[config.mk]
export PLATFORM = sky130hd
export DESIGN_NAME = mbox_host
export DESIGN_NICKNAME = d
export VERILOG_FILES = /design/src/rtl/mbox_host_pkg.sv /design/src/rtl/mbox_host.sv
export VERILOG_INCLUDE_DIRS = /design/src /design/src/rtl
export SDC_FILE = /design/constraint.sdc
export NUM_CORES = 1
export LEC_CHECK = 0
export BUFFER_PORTS_ARGS = -buffer_cell sky130_fd_sc_hd__buf_2
export CAP_MARGIN = 10
export CORE_MARGIN = 1.5
export CORE_UTILIZATION = 47
export DETAILED_ROUTE_END_ITERATION = 10
export PLACE_DENSITY = 0.74
export SYNTH_ARGS = -nofsm -noshare
export SYNTH_HDL_FRONTEND = slang
export SYNTH_SLANG_ARGS = --single-unit
export TNS_END_PERCENT = 5
[constraint.sdc]
create_clock -name mclk_i -period 6.2 [get_ports mclk_i]
set_input_delay 0.62 -clock mclk_i [delete_from_list [all_inputs] [get_ports mclk_i]]
set_output_delay 0.62 -clock mclk_i [all_outputs]
set_load 0.1 [all_outputs]
[src/rtl/mbox_host_defines.svh]
// Timing and layout constants for the dual-port RAM port controller.
`ifndef MBOX_HOST_DEFINES_SVH
`define MBOX_HOST_DEFINES_SVH
// ==========================================================================
// Clock rate and printed or chosen pin timings.
`define MCLK_MHZ        40
`define T_ACC_NS        25
`define T_WP_NS         20
`define T_DDD_NS        35
`define T_SOP_NS        15
`define SYNC_STAGES     3
// ==========================================================================
// Cycle counts derived from the times; least times round up.
`define ACC_CYC  ((`T_ACC_NS * `MCLK_MHZ + 999) / 1000)
`define WP_CYC   ((`T_WP_NS * `MCLK_MHZ + 999) / 1000)
`define DDD_CYC  ((`T_DDD_NS * `MCLK_MHZ + 999) / 1000)
`define SOP_CYC  ((`T_SOP_NS * `MCLK_MHZ + 999) / 1000)
`define RD_CYC   (`ACC_CYC + `DDD_CYC + `SYNC_STAGES)
// ==========================================================================
// Mailbox word addresses and token address width.
`define MBOX_RIGHT_32K  16'h7FFF
`define MBOX_LEFT_32K   16'h7FFE
`define MBOX_RIGHT_64K  16'hFFFF
`define MBOX_LEFT_64K   16'hFFFE
`define TOKEN_ADDR_W    3
`define WIDE_DATA_W     18
`define LANE_HI         1
`define LANE_LO         0
`define LANE_LO_W_WIDE  9
`define LANE_LO_W_NARROW 8
`endif

[src/rtl/mbox_host_pkg.sv]
// Types shared by the dual-port RAM port controller.
package mbox_host_pkg;
  // ========================================================================
  // Sequencer states for one pin-level access.
  typedef enum logic [2:0] {
    ST_IDLE,
    ST_SETUP,
    ST_STROBE,
    ST_RECOVER,
    ST_READ_WAIT,
    ST_GAP
  } state_type;
endpackage : mbox_host_pkg
[src/rtl/mbox_host.sv]
// Controller that drives one port of an asynchronous dual-port RAM.
`timescale 1ns/1ps
`default_nettype none
`include "mbox_host_defines.svh"
// Functional notes
// RQ1: Each port accesses memory independently, asynchronously.
// RQ2: Array holds 32K or 64K words, 16/18 bits.
// RQ3: Upper lane gates high data bits.
// RQ4: Contention flag marks same-location access.
// RQ5: Role pin chooses contention flag direction.
// RQ6: Devices combine into wider words.
// RQ7: Deselected port drops to low power.
// RQ8: Eight shared token latches exist.
// RQ9: Only one port holds a token.
// RQ10: Write data stable before ending edge.
// RQ11: Reads wait out port-to-port flow-through.
// RQ12: Reads need select and output-drive both.
// RQ13: Token access uses token select, not select.
// RQ14: Top address is right port mailbox.
// RQ15: Next address is left port mailbox.
// RQ16: Writing other mailbox raises owner interrupt.
// RQ17: Owner reading own mailbox clears interrupt.
// RQ18: Reading other mailbox leaves interrupt alone.
// RQ19: Contended mailbox write sets no interrupt.
// RQ20: Contended own-mailbox read clears nothing.
// RQ21: Mailbox content is ordinary data.
// RQ22: Token access uses three low address bits.
// RQ23: Zero on bit zero claims free token.
// RQ24: Release hands token to pending requester.
// RQ25: Role pin high makes device master.
// RQ26: Select needs low input low, high high.
// RQ27: Lane selects gate writes and read drivers.
module mbox_host #(
  parameter int DATA_W = 18,
  parameter int ADDR_W = 16
) (
  input  wire logic              mclk_i,
  input  wire logic              rst_i,
  input  wire logic              cmd_valid_i,
  output logic                   cmd_ready_o,
  input  wire logic              cmd_write_i,
  input  wire logic              cmd_token_i,
  input  wire logic [ADDR_W-1:0] cmd_addr_i,
  input  wire logic [DATA_W-1:0] cmd_wdata_i,
  input  wire logic [1:0]        cmd_lanes_i,
  output logic                   done_o,
  output logic [DATA_W-1:0]      rdata_o,
  output logic                   busy_hit_o,
  output logic                   busy_o,
  output logic                   mail_int_o,
  output logic                   port_select_low_active_o,
  output logic                   port_select_high_active_o,
  output logic                   rw_n_o,
  output logic                   oe_n_o,
  output logic                   token_select_n_o,
  output logic                   high_lane_select_n_o,
  output logic                   low_lane_select_n_o,
  output logic [ADDR_W-1:0]      addr_o,
  input  wire logic [DATA_W-1:0] data_i,
  output logic [DATA_W-1:0]      data_o,
  output logic                   data_oe_o,
  input  wire logic              busy_n_i,
  input  wire logic              int_n_i
);
  import mbox_host_pkg::*;

  // Low lane is nine bits wide on the wide variant, eight otherwise.
  function automatic logic [DATA_W-1:0] lane_mask(input logic [1:0] lanes);
    logic [DATA_W-1:0] m;
    int                lo_w;
    m    = '0;
    lo_w = (DATA_W == `WIDE_DATA_W) ? `LANE_LO_W_WIDE : `LANE_LO_W_NARROW;
    for (int i = 0; i < DATA_W; i++) begin
      m[i] = (i < lo_w) ? lanes[`LANE_LO] : lanes[`LANE_HI];
    end
    return m;
  endfunction : lane_mask

  // ========================================================================
  // Pin synchronisers.
  logic [DATA_W-1:0] dat_s1_r, dat_s2_r, dat_s3_r;
  logic [2:0]        bsy_r, bsy_nxt, int_r, int_nxt;
  logic              busy_st_r, busy_st_nxt, int_st_r, int_st_nxt;

  // A level counts only once stages two and three agree, so a glitch
  // caught by the first stage never reaches the sequencer.
  always_comb begin
    bsy_nxt     = {bsy_r[1:0], ~busy_n_i};
    int_nxt     = {int_r[1:0], ~int_n_i};
    busy_st_nxt = (bsy_r[1] == bsy_r[2]) ? bsy_r[2] : busy_st_r;
    int_st_nxt  = (int_r[1] == int_r[2]) ? int_r[2] : int_st_r;
  end

  // Synchroniser registers; the data bus is sampled the same way.
  always_ff @(posedge mclk_i) begin
    if (rst_i) begin
      bsy_r     <= 3'h0;
      int_r     <= 3'h0;
      busy_st_r <= 1'b0;
      int_st_r  <= 1'b0;
      dat_s1_r  <= '0;
      dat_s2_r  <= '0;
      dat_s3_r  <= '0;
    end else begin
      bsy_r     <= bsy_nxt;
      int_r     <= int_nxt;
      busy_st_r <= busy_st_nxt;
      int_st_r  <= int_st_nxt;
      dat_s1_r  <= data_i;
      dat_s2_r  <= dat_s1_r;
      dat_s3_r  <= dat_s2_r;
    end
  end

  // ========================================================================
  // Access sequencer.
  state_type         st_r, st_nxt;
  logic [7:0]        cnt_r, cnt_nxt;
  logic              wr_r, wr_nxt, tok_r, tok_nxt, hit_r, hit_nxt;
  logic              done_r, done_nxt;
  logic [ADDR_W-1:0] addr_r, addr_nxt;
  logic [DATA_W-1:0] wd_r, wd_nxt, rd_r, rd_nxt;
  logic [1:0]        ln_r, ln_nxt;

  // Next-state logic; counters load the pin timings in cycles.
  always_comb begin
    st_nxt   = st_r;
    cnt_nxt  = cnt_r;
    wr_nxt   = wr_r;
    tok_nxt  = tok_r;
    hit_nxt  = hit_r;
    done_nxt = 1'b0;
    addr_nxt = addr_r;
    wd_nxt   = wd_r;
    rd_nxt   = rd_r;
    ln_nxt   = ln_r;
    unique case (st_r)
      ST_IDLE: begin
        if (cmd_valid_i) begin
          st_nxt  = ST_SETUP;
          wr_nxt  = cmd_write_i;
          tok_nxt = cmd_token_i;
          hit_nxt = 1'b0;
          ln_nxt  = cmd_token_i ? 2'h3 : cmd_lanes_i;
          addr_nxt = cmd_addr_i;
          if (cmd_token_i) begin
            addr_nxt = '0; // RQ22
            addr_nxt[`TOKEN_ADDR_W-1:0] =
              cmd_addr_i[`TOKEN_ADDR_W-1:0]; // RQ22
          end
          // Only bit zero matters to a token; the rest are driven low.
          wd_nxt = cmd_token_i ? {{(DATA_W-1){1'b0}}, cmd_wdata_i[0]}
                               : cmd_wdata_i; // RQ23
        end
      end
      ST_SETUP: begin
        st_nxt  = wr_r ? ST_STROBE : ST_READ_WAIT;
        cnt_nxt = wr_r ? 8'(`WP_CYC) : 8'(`RD_CYC); // RQ11
      end
      ST_STROBE: begin
        hit_nxt = hit_r | busy_st_r; // RQ4
        if (cnt_r <= 8'h01) begin
          st_nxt = ST_RECOVER;
        end else begin
          cnt_nxt = cnt_r - 8'h01;
        end
      end
      ST_RECOVER: begin
        // Data stays driven one cycle past the write's rising edge.
        st_nxt   = ST_GAP; // RQ10
        cnt_nxt  = 8'(`SOP_CYC);
        done_nxt = 1'b1;
      end
      ST_READ_WAIT: begin
        hit_nxt = hit_r | busy_st_r; // RQ4
        if (cnt_r > 8'h01) begin
          cnt_nxt = cnt_r - 8'h01;
        end else if (dat_s2_r == dat_s3_r) begin
          // Undriven lanes float, so they are masked to zero.
          rd_nxt   = dat_s3_r & lane_mask(ln_r); // RQ27
          st_nxt   = ST_GAP;
          cnt_nxt  = 8'(`SOP_CYC);
          done_nxt = 1'b1;
        end
      end
      ST_GAP: begin
        // All strobes stay off for the token recovery time.
        if (cnt_r <= 8'h01) begin
          st_nxt = ST_IDLE;
        end else begin
          cnt_nxt = cnt_r - 8'h01;
        end
      end
    endcase
  end

  // Sequencer registers.
  always_ff @(posedge mclk_i) begin
    if (rst_i) begin
      st_r   <= ST_IDLE;
      cnt_r  <= 8'h00;
      wr_r   <= 1'b0;
      tok_r  <= 1'b0;
      hit_r  <= 1'b0;
      done_r <= 1'b0;
      addr_r <= '0;
      wd_r   <= '0;
      rd_r   <= '0;
      ln_r   <= 2'h0;
    end else begin
      st_r   <= st_nxt;
      cnt_r  <= cnt_nxt;
      wr_r   <= wr_nxt;
      tok_r  <= tok_nxt;
      hit_r  <= hit_nxt;
      done_r <= done_nxt;
      addr_r <= addr_nxt;
      wd_r   <= wd_nxt;
      rd_r   <= rd_nxt;
      ln_r   <= ln_nxt;
    end
  end

  // ========================================================================
  // Pin drive.
  logic active;
  assign active = (st_r == ST_SETUP) || (st_r == ST_STROBE) ||
                  (st_r == ST_RECOVER) || (st_r == ST_READ_WAIT);

  // Outside an access both selects are off so the port can power down.
  assign port_select_low_active_o  = ~(active & ~tok_r); // RQ26 RQ7
  assign port_select_high_active_o = active & ~tok_r; // RQ26 RQ13
  assign token_select_n_o          = ~(active & tok_r); // RQ13
  assign oe_n_o       = ~(active & ~wr_r); // RQ12
  assign rw_n_o       = ~(st_r == ST_STROBE); // RQ10
  assign high_lane_select_n_o = ~(active & ln_r[`LANE_HI]); // RQ3
  assign low_lane_select_n_o  = ~(active & ln_r[`LANE_LO]); // RQ3
  assign addr_o       = addr_r;
  assign data_o       = wd_r;
  assign data_oe_o    = active & wr_r;
  assign cmd_ready_o  = (st_r == ST_IDLE);
  assign done_o       = done_r;
  assign rdata_o      = rd_r;
  assign busy_hit_o   = hit_r;
  assign busy_o       = busy_st_r;
  assign mail_int_o   = int_st_r; // RQ17

  // ========================================================================
  // Checks on the pins this controller drives.
  a_select_excl: assert property (@(posedge mclk_i) disable iff (rst_i)
    !(port_select_high_active_o && !token_select_n_o)) // RQ13
    else $error("memory select and token select both active");

  a_read_strobes: assert property (@(posedge mclk_i) disable iff (rst_i)
    !oe_n_o |-> (port_select_high_active_o && !port_select_low_active_o)
             || !token_select_n_o) // RQ12
    else $error("output drive without a select");

  a_write_edge: assert property (@(posedge mclk_i) disable iff (rst_i)
    $rose(rw_n_o) |-> data_oe_o && $stable(data_o)
                      && $past(data_oe_o, 2)) // RQ10
    else $error("write ended without stable driven data");

  a_read_wait: assert property (@(posedge mclk_i) disable iff (rst_i)
    $rose(done_o) && !wr_r |-> !$past(oe_n_o, 2) && !$past(oe_n_o, 4)
                               && !$past(oe_n_o, 6)) // RQ11
    else $error("read finished before flow-through wait");

  a_idle_off: assert property (@(posedge mclk_i) disable iff (rst_i)
    cmd_ready_o |-> port_select_low_active_o && token_select_n_o
                    && oe_n_o && rw_n_o && !data_oe_o) // RQ7
    else $error("strobes active while idle");
endmodule : mbox_host
`default_nettype wire

; ---- After elaboration in Yosys (flattened, before gate mapping)
; Cells that the tools add are included.
[classes]
addsub = 1
n_lt_le_gt_ge = 2
eq_ne = 15
mux = 20
bitwise = 19
n_reduce_logical = 13
[op_table]
columns = cell, n
row1 = $pmux 8 s4, 1
row2 = $mux 8, 3
row3 = $mux 3, 7
row4 = $and 18x18->18, 1
row5 = $eq 18x18->1, 1
row6 = $mux 18, 1
row7 = $pmux 3 s6, 1
row8 = $mux 16, 1
row9 = $ne 2x2->1 const B, 6
row10 = $not 1->1, 11
row11 = $gt 8x1->1 const B, 1
row12 = $le 8x1->1 const B, 1
row13 = $sub 8x1->8 const B, 1
row14 = $and 1x1->1, 6
row15 = $eq 3x2->1 const B, 2
row16 = $eq 3x3->1 const B, 2
row17 = $reduce_and 3->1, 2
row18 = $reduce_and 5->1, 1
row19 = $pmux 1 s2, 2
row20 = $reduce_and 2->1, 2
row21 = $reduce_bool 4->1, 1
row22 = $reduce_or 2->1, 2
row23 = $eq 3x1->1 const B, 1
row24 = $logic_not 3->1, 1
row25 = other kinds (7), 12
[totals]
regBits = 131
inputBits = 61
output_inout_bits = 65
word_cells = 87

; ---- Logic depth before layout (Yosys ltp)
; Gate-level depths: netlist of run 1.
[logic_depth]
depth_word = 6
mapped_depth = 8
depth_no_buf = 7

; ---- Least setup slack after synthesis of run 1
; No wires, ideal clock.
[synth_timing]
kind = reg2out
start = register st_r[0]
end = output port port_select_high_active_o
t_arrival_ns = 4.314
required_time_ns = 5.580
slack_ns = 1.266
stages_incl_launch_ff = 5
path_buffers = 1
path_cell_list = dfxtp_1 buf_2 nor3_1 or3_1 inv_1
[synth_between]
elab_chain_cells = 5
elab_cells_between_ends = 8
classes_between = 4 x eq/ne / 1 x bitwise / 3 x reduce/logical
[synth_rtl]
columns = item, line_no
row1 = start: declaration, mbox_host.sv:117  ; state_type st_r, st_nxt;
row2 = start signal: assignment, mbox_host.sv:211  ; st_r <= st_nxt;
row3 = $eq 3x1->1 or $eq 3x2->1 (tied branches), mbox_host.sv:227  ; assign active = (st_r == ST_SETUP) || (st_r == ST_STROBE) ||
row4 = $logic_or 1x1->1 (2 in a row), mbox_host.sv:227
row5 = $logic_or 1x1->1 (*), mbox_host.sv:228  ; (st_r == ST_RECOVER) || (st_r == ST_READ_WAIT);
row6 = $and 1x1->1 (*), mbox_host.sv:232  ; assign port_select_high_active_o = active & ~tok_r;
row7 = end: declaration, mbox_host.sv:52  ; output logic port_select_high_active_o,
; Mark *: on every way between the ends. The rest lies on a longest branch, timed or not.

; ---- Worst setup path in the final report of run 1
[layout_timing]
start = register st_r[2]
end = output port data_oe_o
[layout_between]
elab_chain_cells = 5
elab_cells_between_ends = 8
classes_between = 4 x eq/ne / 1 x bitwise / 3 x reduce/logical
[layout_rtl]
columns = item, line_no
row1 = $eq 3x1->1 or $eq 3x2->1 (tied branches), mbox_host.sv:227
row2 = $logic_or 1x1->1 (2 in a row), mbox_host.sv:227
row3 = $logic_or 1x1->1 (*), mbox_host.sv:228
row4 = $and 1x1->1 (*), mbox_host.sv:240  ; assign data_oe_o = active & wr_r;
row5 = end: declaration, mbox_host.sv:61  ; output logic data_oe_o,
; Marks and branches as above.

==> results of run 1 <==
kinds of logic after synthesis:
logic type,Yosys count,synth area share
adders and majority gates,2,0.00500
muxes,19,0.0380
and+or+nand+nor,233,0.267
AOI/OAI and AO/OA,79,0.0978
xor gates and xnor gates,20,0.0350
buffers and inverters,42,0.0337
DFF,131,0.524
report_power, final:
group | internal [W] | switching [W] | leakage [nW]
sequential | 0.000907 | 0.0000660 | 1.07
clock | 0.000617 | 0.000376 | 0.295
combinational | 0.000222 | 0.000637 | 1.35
per-stage QoR:
stage	worst slack, ns	util	area, sq um
after detailed placement	3.77	0.549	5670
after global placement	3.89	0.549	5670
final	3.32	0.612	6320
after global routing	3.19	0.612	6320
after floorplan	1.27	-	5000
after CTS	3.32	0.607	6270
area by class of cell:
class,instances,share of cell area
inverter,6,0.00356
sequential,131,0.415
clock buffer,17,0.0655
tap,136,0.0269
multi-input combinational,353,0.350
timing repair buffer,129,0.110
clock inverter,15,0.0287
critical path: stages (launching register included):
cell and delay [ns]:
dfxtp_1 0.60, nor3_1 0.20, nor2_1 0.35, and2_1 0.18
buf_2 0.42
cell usage after synthesis, drive strengths merged (2+ instances only):
master	n
a21oi	50
nand3b	48
nor4	2
a311oi	4
xnor2	19
nor3	12
a31oi	3
inv	6
nor2b	61
ha	2
nand2	58
nand2b	20
o21ai	5
nor2	15
buf	5
clkbuf	31
mux2i	19
o41ai	2
a211oi	6
a21o	2
nand4	5
and2	3
or3	5
dfxtp	131
o21bai	2
layer usage:
layer,GRT usage,share of wire
met5,0,0
met4,0.0975,0.024
met3,0.0582,0.050
met2,0.312,0.50
met1,0.230,0.43
sequential cells by signal (all words and copies together), names as in the netlist:
signal	cells
busy_hit_o	1
mail_int_o	1
dat_s1_r	18
addr_o	16
tok_r	1
bsy_r	3
rdata_o	18
dat_s2_r	18
busy_o	1
cnt_r	8
ln_r	2
dat_s3_r	18
data_o	18
done_o	1
wr_r	1
int_r	3
st_r	3
worst max-delay path by stage:
stage	end
2_1_floorplan	port_select_high_active_o
3_3_place_gp	data_o[13]$_SDFFE_PP0P_
3_5_place_dp	addr_o[7]$_SDFFE_PP0P_
4_1_cts	data_oe_o
5_1_grt	data_oe_o
6_report	data_oe_o
==> metrics.md, run 1 <==
| Metric | Value |
|---|---|
| Outcome | `complete, no violations` |
| R2r endpoint | `cnt_r[5]$_SDFFE_PP0P_` |
| First-pass GRT wire length | `17000 microns` |
| Final period utilization | `0.465` |
| Most frequent cells in the layout | `dfxtp_1, buf_2, nor2b_1, nand2_1, a21oi_1` |
| WHS Endpoint | `int_r[0]$_SDFF_PP0_` |
| RD Place Congestion | `0.814` |
| Post-detail-place hpwl | `7280 microns` |
| Antenna diode count | `0` |
| R2R Path Start | `cnt_r[2]$_SDFFE_PP0P_` |
| Pwr dens | `447 nW/um^2` |
| FF+latch count, synth | `131` |
| CP Max Fanout | `16` |
| Htree depth | `4` |
| Total wire length | `10700 microns` |
| TritonCTS clock tree | `yes` |
| DRT iter0 DRCs | `236` |
| Worst setup EP type | `primary output` |
| Vert. Die Dim | `106 microns` |
| Rel. slew slack | `0.437` |
| Via Count | `3959` |
| Placed Cells | `753` |
| Core area | `10300 sq um` |
| GRT Total Usage | `0.192` |
| Clock buffer depth | `2` |
| Yosys Warn Count | `0` |
| Syn Nets | `589` |
| Post-route DRC | `0` |
| Area Overhead vs Synth | `26.3%` |
| Row Count | `37` |
| Largest net degree at the start of global routing | `97` |
| Cts bufs inserted | `17` |
| Fraction of the yosys area taken by sequential cells | `0.524` |
| Seq. cell area | `2620 sq um` |
| Max Cap Viol | `0` |
| Worst R2R Path Depth | `5` |
| Vias in the first global route | `3680` |
| Hold WC Path Type | `input port to register` |
| Crit path time final | `2.88 ns` |
| Die X | `106 microns` |
| # setup viols final | `0` |
| Vias per cell | `5.03` |
| Avg Inst Size Synth | `9.51 sq um` |
| Routed WL per cell | `13.7 microns` |
| # hold bufs at CTS | `0` |
| Dominant synthesized flop cell | `dfxtp_1` |
| I/O pin cnt | `126` |
| CP Class | `register to primary output` |
| Fmax | `0.347 GHz` |
| Clock Tree Root | `clkbuf_8` |
| Final setup TNS | `0 ns` |
| Fillers | `897` |
| Nets | `701` |
| Grt total ovfl | `0` |
| Drt first pass iters | `6` |
| FFs w/ async S/R, synth | `0` |
| Setup crit start | `st_r[2]$_SDFFE_PP0P_` |
| CP Data Arrival Time | `2.26 ns` |
| Slew Viols, Final | `0` |
| Crit start category | `register` |
| Syn Inst Count | `526` |
| Most common cell after layout, fill and taps aside | `dfxtp_1` |
| Post-CTS sizing | `0` |
| Final hold slack | `0.243 ns` |
| Setup Buffers After CTS | `0` |
| Clock Latency Late Sink | `0.52 ns` |
| Clk_skew | `0.00684 ns` |
| Port buffer count | `125` |
| Mapped Area | `5000 sq um` |
| Share of cells above drive strength 1 | `0.255` |
| Worst Path Required | `5.58 ns` |
| Synth top area share | `0.524` |
| CTS Sinks | `131` |
| WHS Path Cells | `2` |
| Multi-input logic area | `2210 sq um` |
| Antenna violations before repair | `0` |
| Post-route ant nets | `0` |
| Post-synth EDFFs | `0` |
| Top cells by area, synth | `dfxtp_1, nor2b_1, nand3b_1, a21oi_1, nand2_1` |
| Clk slew on worst S/H paths | `0.06 ns` |
| Leakage | `2.71 nW` |
| Starting Density | `0.485` |
| HP Start | `int_n_i` |
| Peak VDD IR | `0.385 mV` |
| RSZ-0062 raised after global routing | `no` |
| Die ar. | `11300 sq um` |
| Cell Count, Final, Fillers Out | `787` |
| Reg-to-reg slack, setup | `3.88 ns` |
| Count of cell types in the netlist | `41` |
| Hold Fails Final Rpt | `0` |
| Synth area leader | `dfxtp_1` |
| Tot Pwr | `0.00283 W` |
| Worst-Margin Slew | `0.845 ns` |
Power figures use the tool's default switching activity.
==> inputs of run 2 (changes only) <==
ABC_AREA = 1   (was default)
clock period = 2.9 ns   (was 6.2 ns; I/O delays follow)
==> metrics.md, run 2 <==
| Metric | Value |
|---|---|
| Total wire length | `11200 microns` |
| Critical path's largest stage delay | `0.44 ns` |
| Count of cell types in the netlist | `37` |
| CP Data Arrival Time | `2.27 ns` |
| Final hold slack | `0.0198 ns` |
| Post-place instance area | `5770 sq um` |
| Post-detail-place hpwl | `7570 microns` |
| Clk pwr share | `0.335` |
| Clock Tree Root | `clkbuf_8` |
| CP Class | `register to primary output` |
| Clk_skew | `0.00900 ns` |
| Final period utilization | `0.881` |
| Vias per cell | `4.66` |
| Sw frac | `0.407` |
| Area Overhead vs Synth | `28.9%` |
| Max Cap Viol | `0` |
| R2R Path Start | `cnt_r[0]$_SDFFE_PP0P_` |
| Most frequent cells in the layout | `dfxtp_1, nand2_1, buf_2, nor2_1, inv_1` |
| Outcome | `complete, no violations` |
| HP Start | `cmd_wdata_i[5]` |
| Hold Fails Final Rpt | `0` |
| Setup Buffers After CTS | `0` |
| Share of cells above drive strength 1 | `0.279` |
| Yosys Warn Count | `0` |
| Clock buffer depth | `2` |
| Row Count | `37` |
| Most frequent cells after synthesis | `dfxtp_1, nand2_1, nor2_1` |
| Post-synth EDFFs | `0` |
| Final instance area | `6540 sq um` |
| Synth top area share | `0.517` |
| Via Count | `4324` |
| Mapped Area | `5070 sq um` |
| # setup viols final | `0` |
| Largest net degree at the start of global routing | `74` |
| Critical-path top delay cell | `buf_2` |
| DRT iter0 DRCs | `210` |
| Routed WL per cell | `12.0 microns` |
| Fraction of the yosys area taken by sequential cells | `0.517` |
| FFs w/ async S/R, synth | `0` |
| Dominant synthesized flop cell | `dfxtp_1` |
| Worst Path Required | `2.61 ns` |
| Pwr dens | `925 nW/um^2` |
| Starting Density | `0.487` |
| Peak VDD IR | `0.557 mV` |
| RD Place Congestion | `0.873` |
| Synth area leader | `dfxtp_1` |
| GRT Total Usage | `0.202` |
| Crit path time final | `2.56 ns` |
| Nets | `842` |
| Slew Viols, Final | `0` |
| Cell Count, Final, Fillers Out | `928` |
| Clock Latency Late Sink | `0.50 ns` |
| Die X | `107 microns` |
| Vias in the first global route | `4049` |
| Post-route ant nets | `0` |
| TritonCTS clock tree | `yes` |
| CP most frequent cell | `inv_1` |
| Top cells by area, synth | `dfxtp_1, nand2_1, nor2_1, inv_1, a21oi_1` |
| FF+latch count, synth | `131` |
| Fmax | `0.391 GHz` |
| Placed Cells | `876` |
| Worst setup EP type | `primary output` |
| First-pass GRT wire length | `18400 microns` |
| Core area | `10400 sq um` |
| Final setup TNS | `0 ns` |
| Clk slew on worst S/H paths | `0.07 ns` |
| Htree depth | `4` |
| Setup crit start | `st_r[2]$_SDFFE_PP0P_` |
| Psw | `0.00246 W` |
| Die ar. | `11400 sq um` |
| Cts bufs inserted | `17` |
| Grt total ovfl | `0` |
| Combinational power share | `0.322` |
| Worst-Margin Slew | `0.633 ns` |
| I/O pin cnt | `126` |
| Rel. slew slack | `0.578` |
| Syn Nets | `702` |
| Syn Inst Count | `639` |
| Most common cell after layout, fill and taps aside | `dfxtp_1` |
| Antenna violations before repair | `0` |
| Drt first pass iters | `4` |
| Avg Inst Size Synth | `7.94 sq um` |
| Antenna diode count | `0` |
| Port buffer count | `125` |
| Post-route DRC | `0` |
| Leakage | `3.05 nW` |
| P_int | `0.00359 W` |
| Vert. Die Dim | `107 microns` |
| Tot Pwr | `0.00605 W` |
| Crit start category | `register` |
| Hold WC Path Type | `input port to register` |
| RSZ-0062 raised after global routing | `no` |
| CTS Sinks | `131` |
| Cell breakdown of the critical path | `inv_2, nor3_4, inv_1, nand2_1, inv_1, nand2_1, inv_1, nor2_1, buf_2` |
| Sequential Power Share | `0.343` |
| CP Max Fanout | `6` |
| Most frequent cell after synthesis | `dfxtp_1` |
==> run 2: cell count changes in the layout (fill, tap and decap cells not counted), sizes merged, moves of 16 or more <==
cell,previous run,this run
inv,10,105
xnor2,19,3
nand2b,20,0
nand2,58,136
dlygate4sd3,0,20
nor2,15,136
nor2b,61,0
a22oi,0,16
nand3b,48,0
a21oi,50,31
mux2i,19,0
==> run 2: path summary, 6_finish.rpt <==
path | slack [ns] | cells past startpoint | endpoint
setup / recovery | 0.34 | 9 | data_oe_o
hold / removal | 0.02 | 3 | data_o[5]$_SDFFE_PP0P_
setup reg to reg | 0.81 | 10 | rdata_o[5]$_SDFFE_PP0P_
hold reg to reg | 0.40 | 2 | dat_s2_r[2]$_SDFF_PP0_
==> run 2: stage by stage <==
stage,util,worst slack (ns)
2_1_floorplan,-,-0.145
3_3_place_gp,0.554,0.977
3_5_place_dp,0.554,0.831
4_1_cts,0.628,0.347
5_1_grt,0.628,0.160
6_report,0.628,0.344
==> run 2: final cells by class <==
class,count,area (sq um)
Fill cell,883,3880
Sequential cell,131,2620
Multi-Input combinational cell,381,1930
Timing Repair Buffer,148,863
Clock buffer,18,428
Inverter,100,377
Tap cell,136,170
Clock inverter,14,143
==> run 2: cells by family after synthesis <==
logic type / after synthesis / synth area share
compound gates: 77 / 0.107
fa+ha+maj: 2 / 0.00493
buf+inv: 127 / 0.104
xor+xnor: 8 / 0.0138
flops: 131 / 0.517
simple gates: 294 / 0.253
==> run 2: critical path, delay by kind of cell, from the launching register on <==
family | cells | cell delay [ns]
buffers and inverters | 5 | 0.78
and+or+nand+nor | 4 | 0.58
DFF | 1 | 0.39
==> run 2: power groups by stage <==
stage / sequential [W] / clock (W) / combinational, W
floorplan: 0.00246 / 0 / 0.00127
global placement: 0.00210 / 0 / 0.00189
detailed placement: 0.00211 / 0 / 0.00192
CTS: 0.00207 / 0.00205 / 0.00195
global route: 0.00209 / 0.00214 / 0.00211
finish: 0.00207 / 0.00202 / 0.00195
==> run 2: per-layer routing <==
| metal | global-route usage | up-vias | wire length [microns] |
|---|---|---|---|
| met5 | 0 | - | 0 |
| met4 | 0.0705 | 0 | 176 |
| li1 | - | 2241 | - |
| met1 | 0.238 | 1965 | 4880 |
| met3 | 0.0596 | 14 | 521 |
| met2 | 0.348 | 104 | 5610 |
==> run 2: repair_timing <==
| item | CTS | global route |
|---|---|---|
| hold buffers | 20 | 0 |
| hold endpoints to repair | 20 | 0 |
| gates resized for setup | 0 | 0 |
==> inputs of run 3 (changes only) <==
CELL_PAD_IN_SITES_DETAIL_PLACEMENT = 0   (was default)
CELL_PAD_IN_SITES_GLOBAL_PLACEMENT = 1   (was default)
CORE_UTILIZATION = 38   (was 47)
PLACE_DENSITY = 0.81   (was 0.74)
RECOVER_POWER = 100   (was default)
==> metrics.md, run 3 (synthesis results as in run 2) <==
| Metric | Value |
|---|---|
| Outcome | `finished, violations left` |
| Failing checks | `capacitance limit, slew limit` |
| Post-route DRC | `0` |
| Die X | `119 microns` |
| Crit path max-delay family | `buffers and inverters` |
| Crit start category | `register` |
| I/O pin cnt | `126` |
| Pwr dens | `966 nW/um^2` |
| Htree depth | `4` |
| Drt first pass iters | `4` |
| Antenna diode count | `0` |
| CTS Sinks | `131` |
| Antenna violations before repair | `0` |
| RSZ-0062 raised after global routing | `no` |
| Vias per cell | `4.46` |
| Seq. cell area | `2620 sq um` |
| Core area | `13100 sq um` |
| Hold WC Path Type | `input port to register` |
| Grt total ovfl | `0` |
| First-pass GRT wire length | `18900 microns` |
| Setup Buffers After CTS | `0` |
| Die ar. | `14100 sq um` |
| Rel. slew slack | `-0.565` |
| Vert. Die Dim | `119 microns` |
| Cts bufs inserted | `17` |
| Clk slew on worst S/H paths | `0.05 ns` |
| Clk_skew | `0.00985 ns` |
| GRT Total Usage | `0.169` |
| CP bufs+invs | `5` |
| Placed Cells | `916` |
| # hold bufs at CTS | `0` |
| Final hold slack | `0.0429 ns` |
| Worst-Margin Slew | `2.35 ns` |
| Total wire length | `11300 microns` |
| # setup viols final | `0` |
| Post-CTS sizing | `0` |
| Hold Fails Final Rpt | `0` |
| Fillers | `1364` |
| CP Max Fanout | `6` |
| Final period utilization | `0.887` |
| Slew Viols, Final | `118` |
| Nets | `822` |
| Critical-path top delay cell | `buf_2` |
| Worst setup EP type | `primary output` |
| Worst Path Required | `2.61 ns` |
| DRT iter0 DRCs | `250` |
| Starting Density | `0.386` |
| Most common cell after layout, fill and taps aside | `dfxtp_1` |
| Peak VDD IR | `0.458 mV` |
| Cell Count, Final, Fillers Out | `944` |
| Vias in the first global route | `4092` |
| CP most frequent cell | `inv_1` |
| RD Place Congestion | `0.802` |
| Cell breakdown of the critical path | `inv_2, nor3_2, inv_1, nand2_1, inv_1, nand2_1, inv_1, nor2_1, buf_2` |
| Crit path time final | `2.57 ns` |
| Routed WL per cell | `12.0 microns` |
| Leakage | `2.67 nW` |
| CP Data Arrival Time | `2.28 ns` |
| Clock buffer depth | `2` |
| Area Overhead vs Synth | `22.3%` |
| Fmax | `0.389 GHz` |
| Port buffer count | `125` |
| CP Class | `register to primary output` |
| Via Count | `4206` |
| Final Core Density | `0.472` |
| Place WS | `0.810 ns` |
| Clock Tree Root | `clkbuf_16` |
| Clock Latency Late Sink | `0.41 ns` |
| Post-route ant nets | `0` |
| Max Cap Viol | `1` |
| Largest net degree at the start of global routing | `118` |
| Post-detail-place hpwl | `7710 microns` |
| Most frequent cells in the layout | `dfxtp_1, nand2_1, nor2_1, inv_1, clkbuf_1` |
| Row Count | `42` |
| Setup WS post-layout | `0.328 ns` |
| Critical path's largest stage delay | `0.44 ns` |
| Multi-input logic area | `1860 sq um` |
| TritonCTS clock tree | `yes` |
| Share of cells above drive strength 1 | `0.181` |
## run 3: report_power, final
group	total (W)	switching (W)	internal, W
clock	0.00203	0.000715	0.00131
combinational	0.00189	0.00149	0.000398
sequential	0.00207	0.000118	0.00196
## run 3: path summary, 6_finish.rpt
check                                       startpoint  slack, ns                       to  depth (start not counted)
worst max-delay path              st_r[2]$_SDFFE_PP0P_       0.33                data_oe_o                          9
worst min-delay path                          busy_n_i       0.04      bsy_r[0]$_SDFF_PP0_                          2
worst max register to register   cnt_r[0]$_SDFFE_PP0P_       0.41  rdata_o[5]$_SDFFE_PP0P_                         10
worst min register to register  dat_s1_r[0]$_SDFF_PP0_       0.40   dat_s2_r[0]$_SDFF_PP0_                          2
## run 3: cell type report
| cell class | instances | area share |
|---|---|---|
| repair buffers | 128 | 0.0918 |
| multi-input cells | 381 | 0.299 |
| well taps | 176 | 0.0355 |
| flip-flops and latches | 131 | 0.423 |
| clock inverters | 5 | 0.0127 |
| inverters | 100 | 0.0607 |
| clock buffers | 23 | 0.0771 |
## run 3: stage by stage
step	power [W]	TNS, ns	area [sq um]
floorplan	0.00374	-0.145	5080
global placement	0.00401	0	5820
detailed placement	0.00405	0	5820
CTS	0.00610	0	6370
global route	0.00630	0	6200
finish	0.00599	0	6200
## run 3: layer usage
metal,track usage,vias to the layer above,routed length [microns]
li1,-,2196,-
met1,0.207,1919,5200
met2,0.272,77,5390
met3,0.0574,14,519
met4,0.0678,0,187
met5,0,-,0
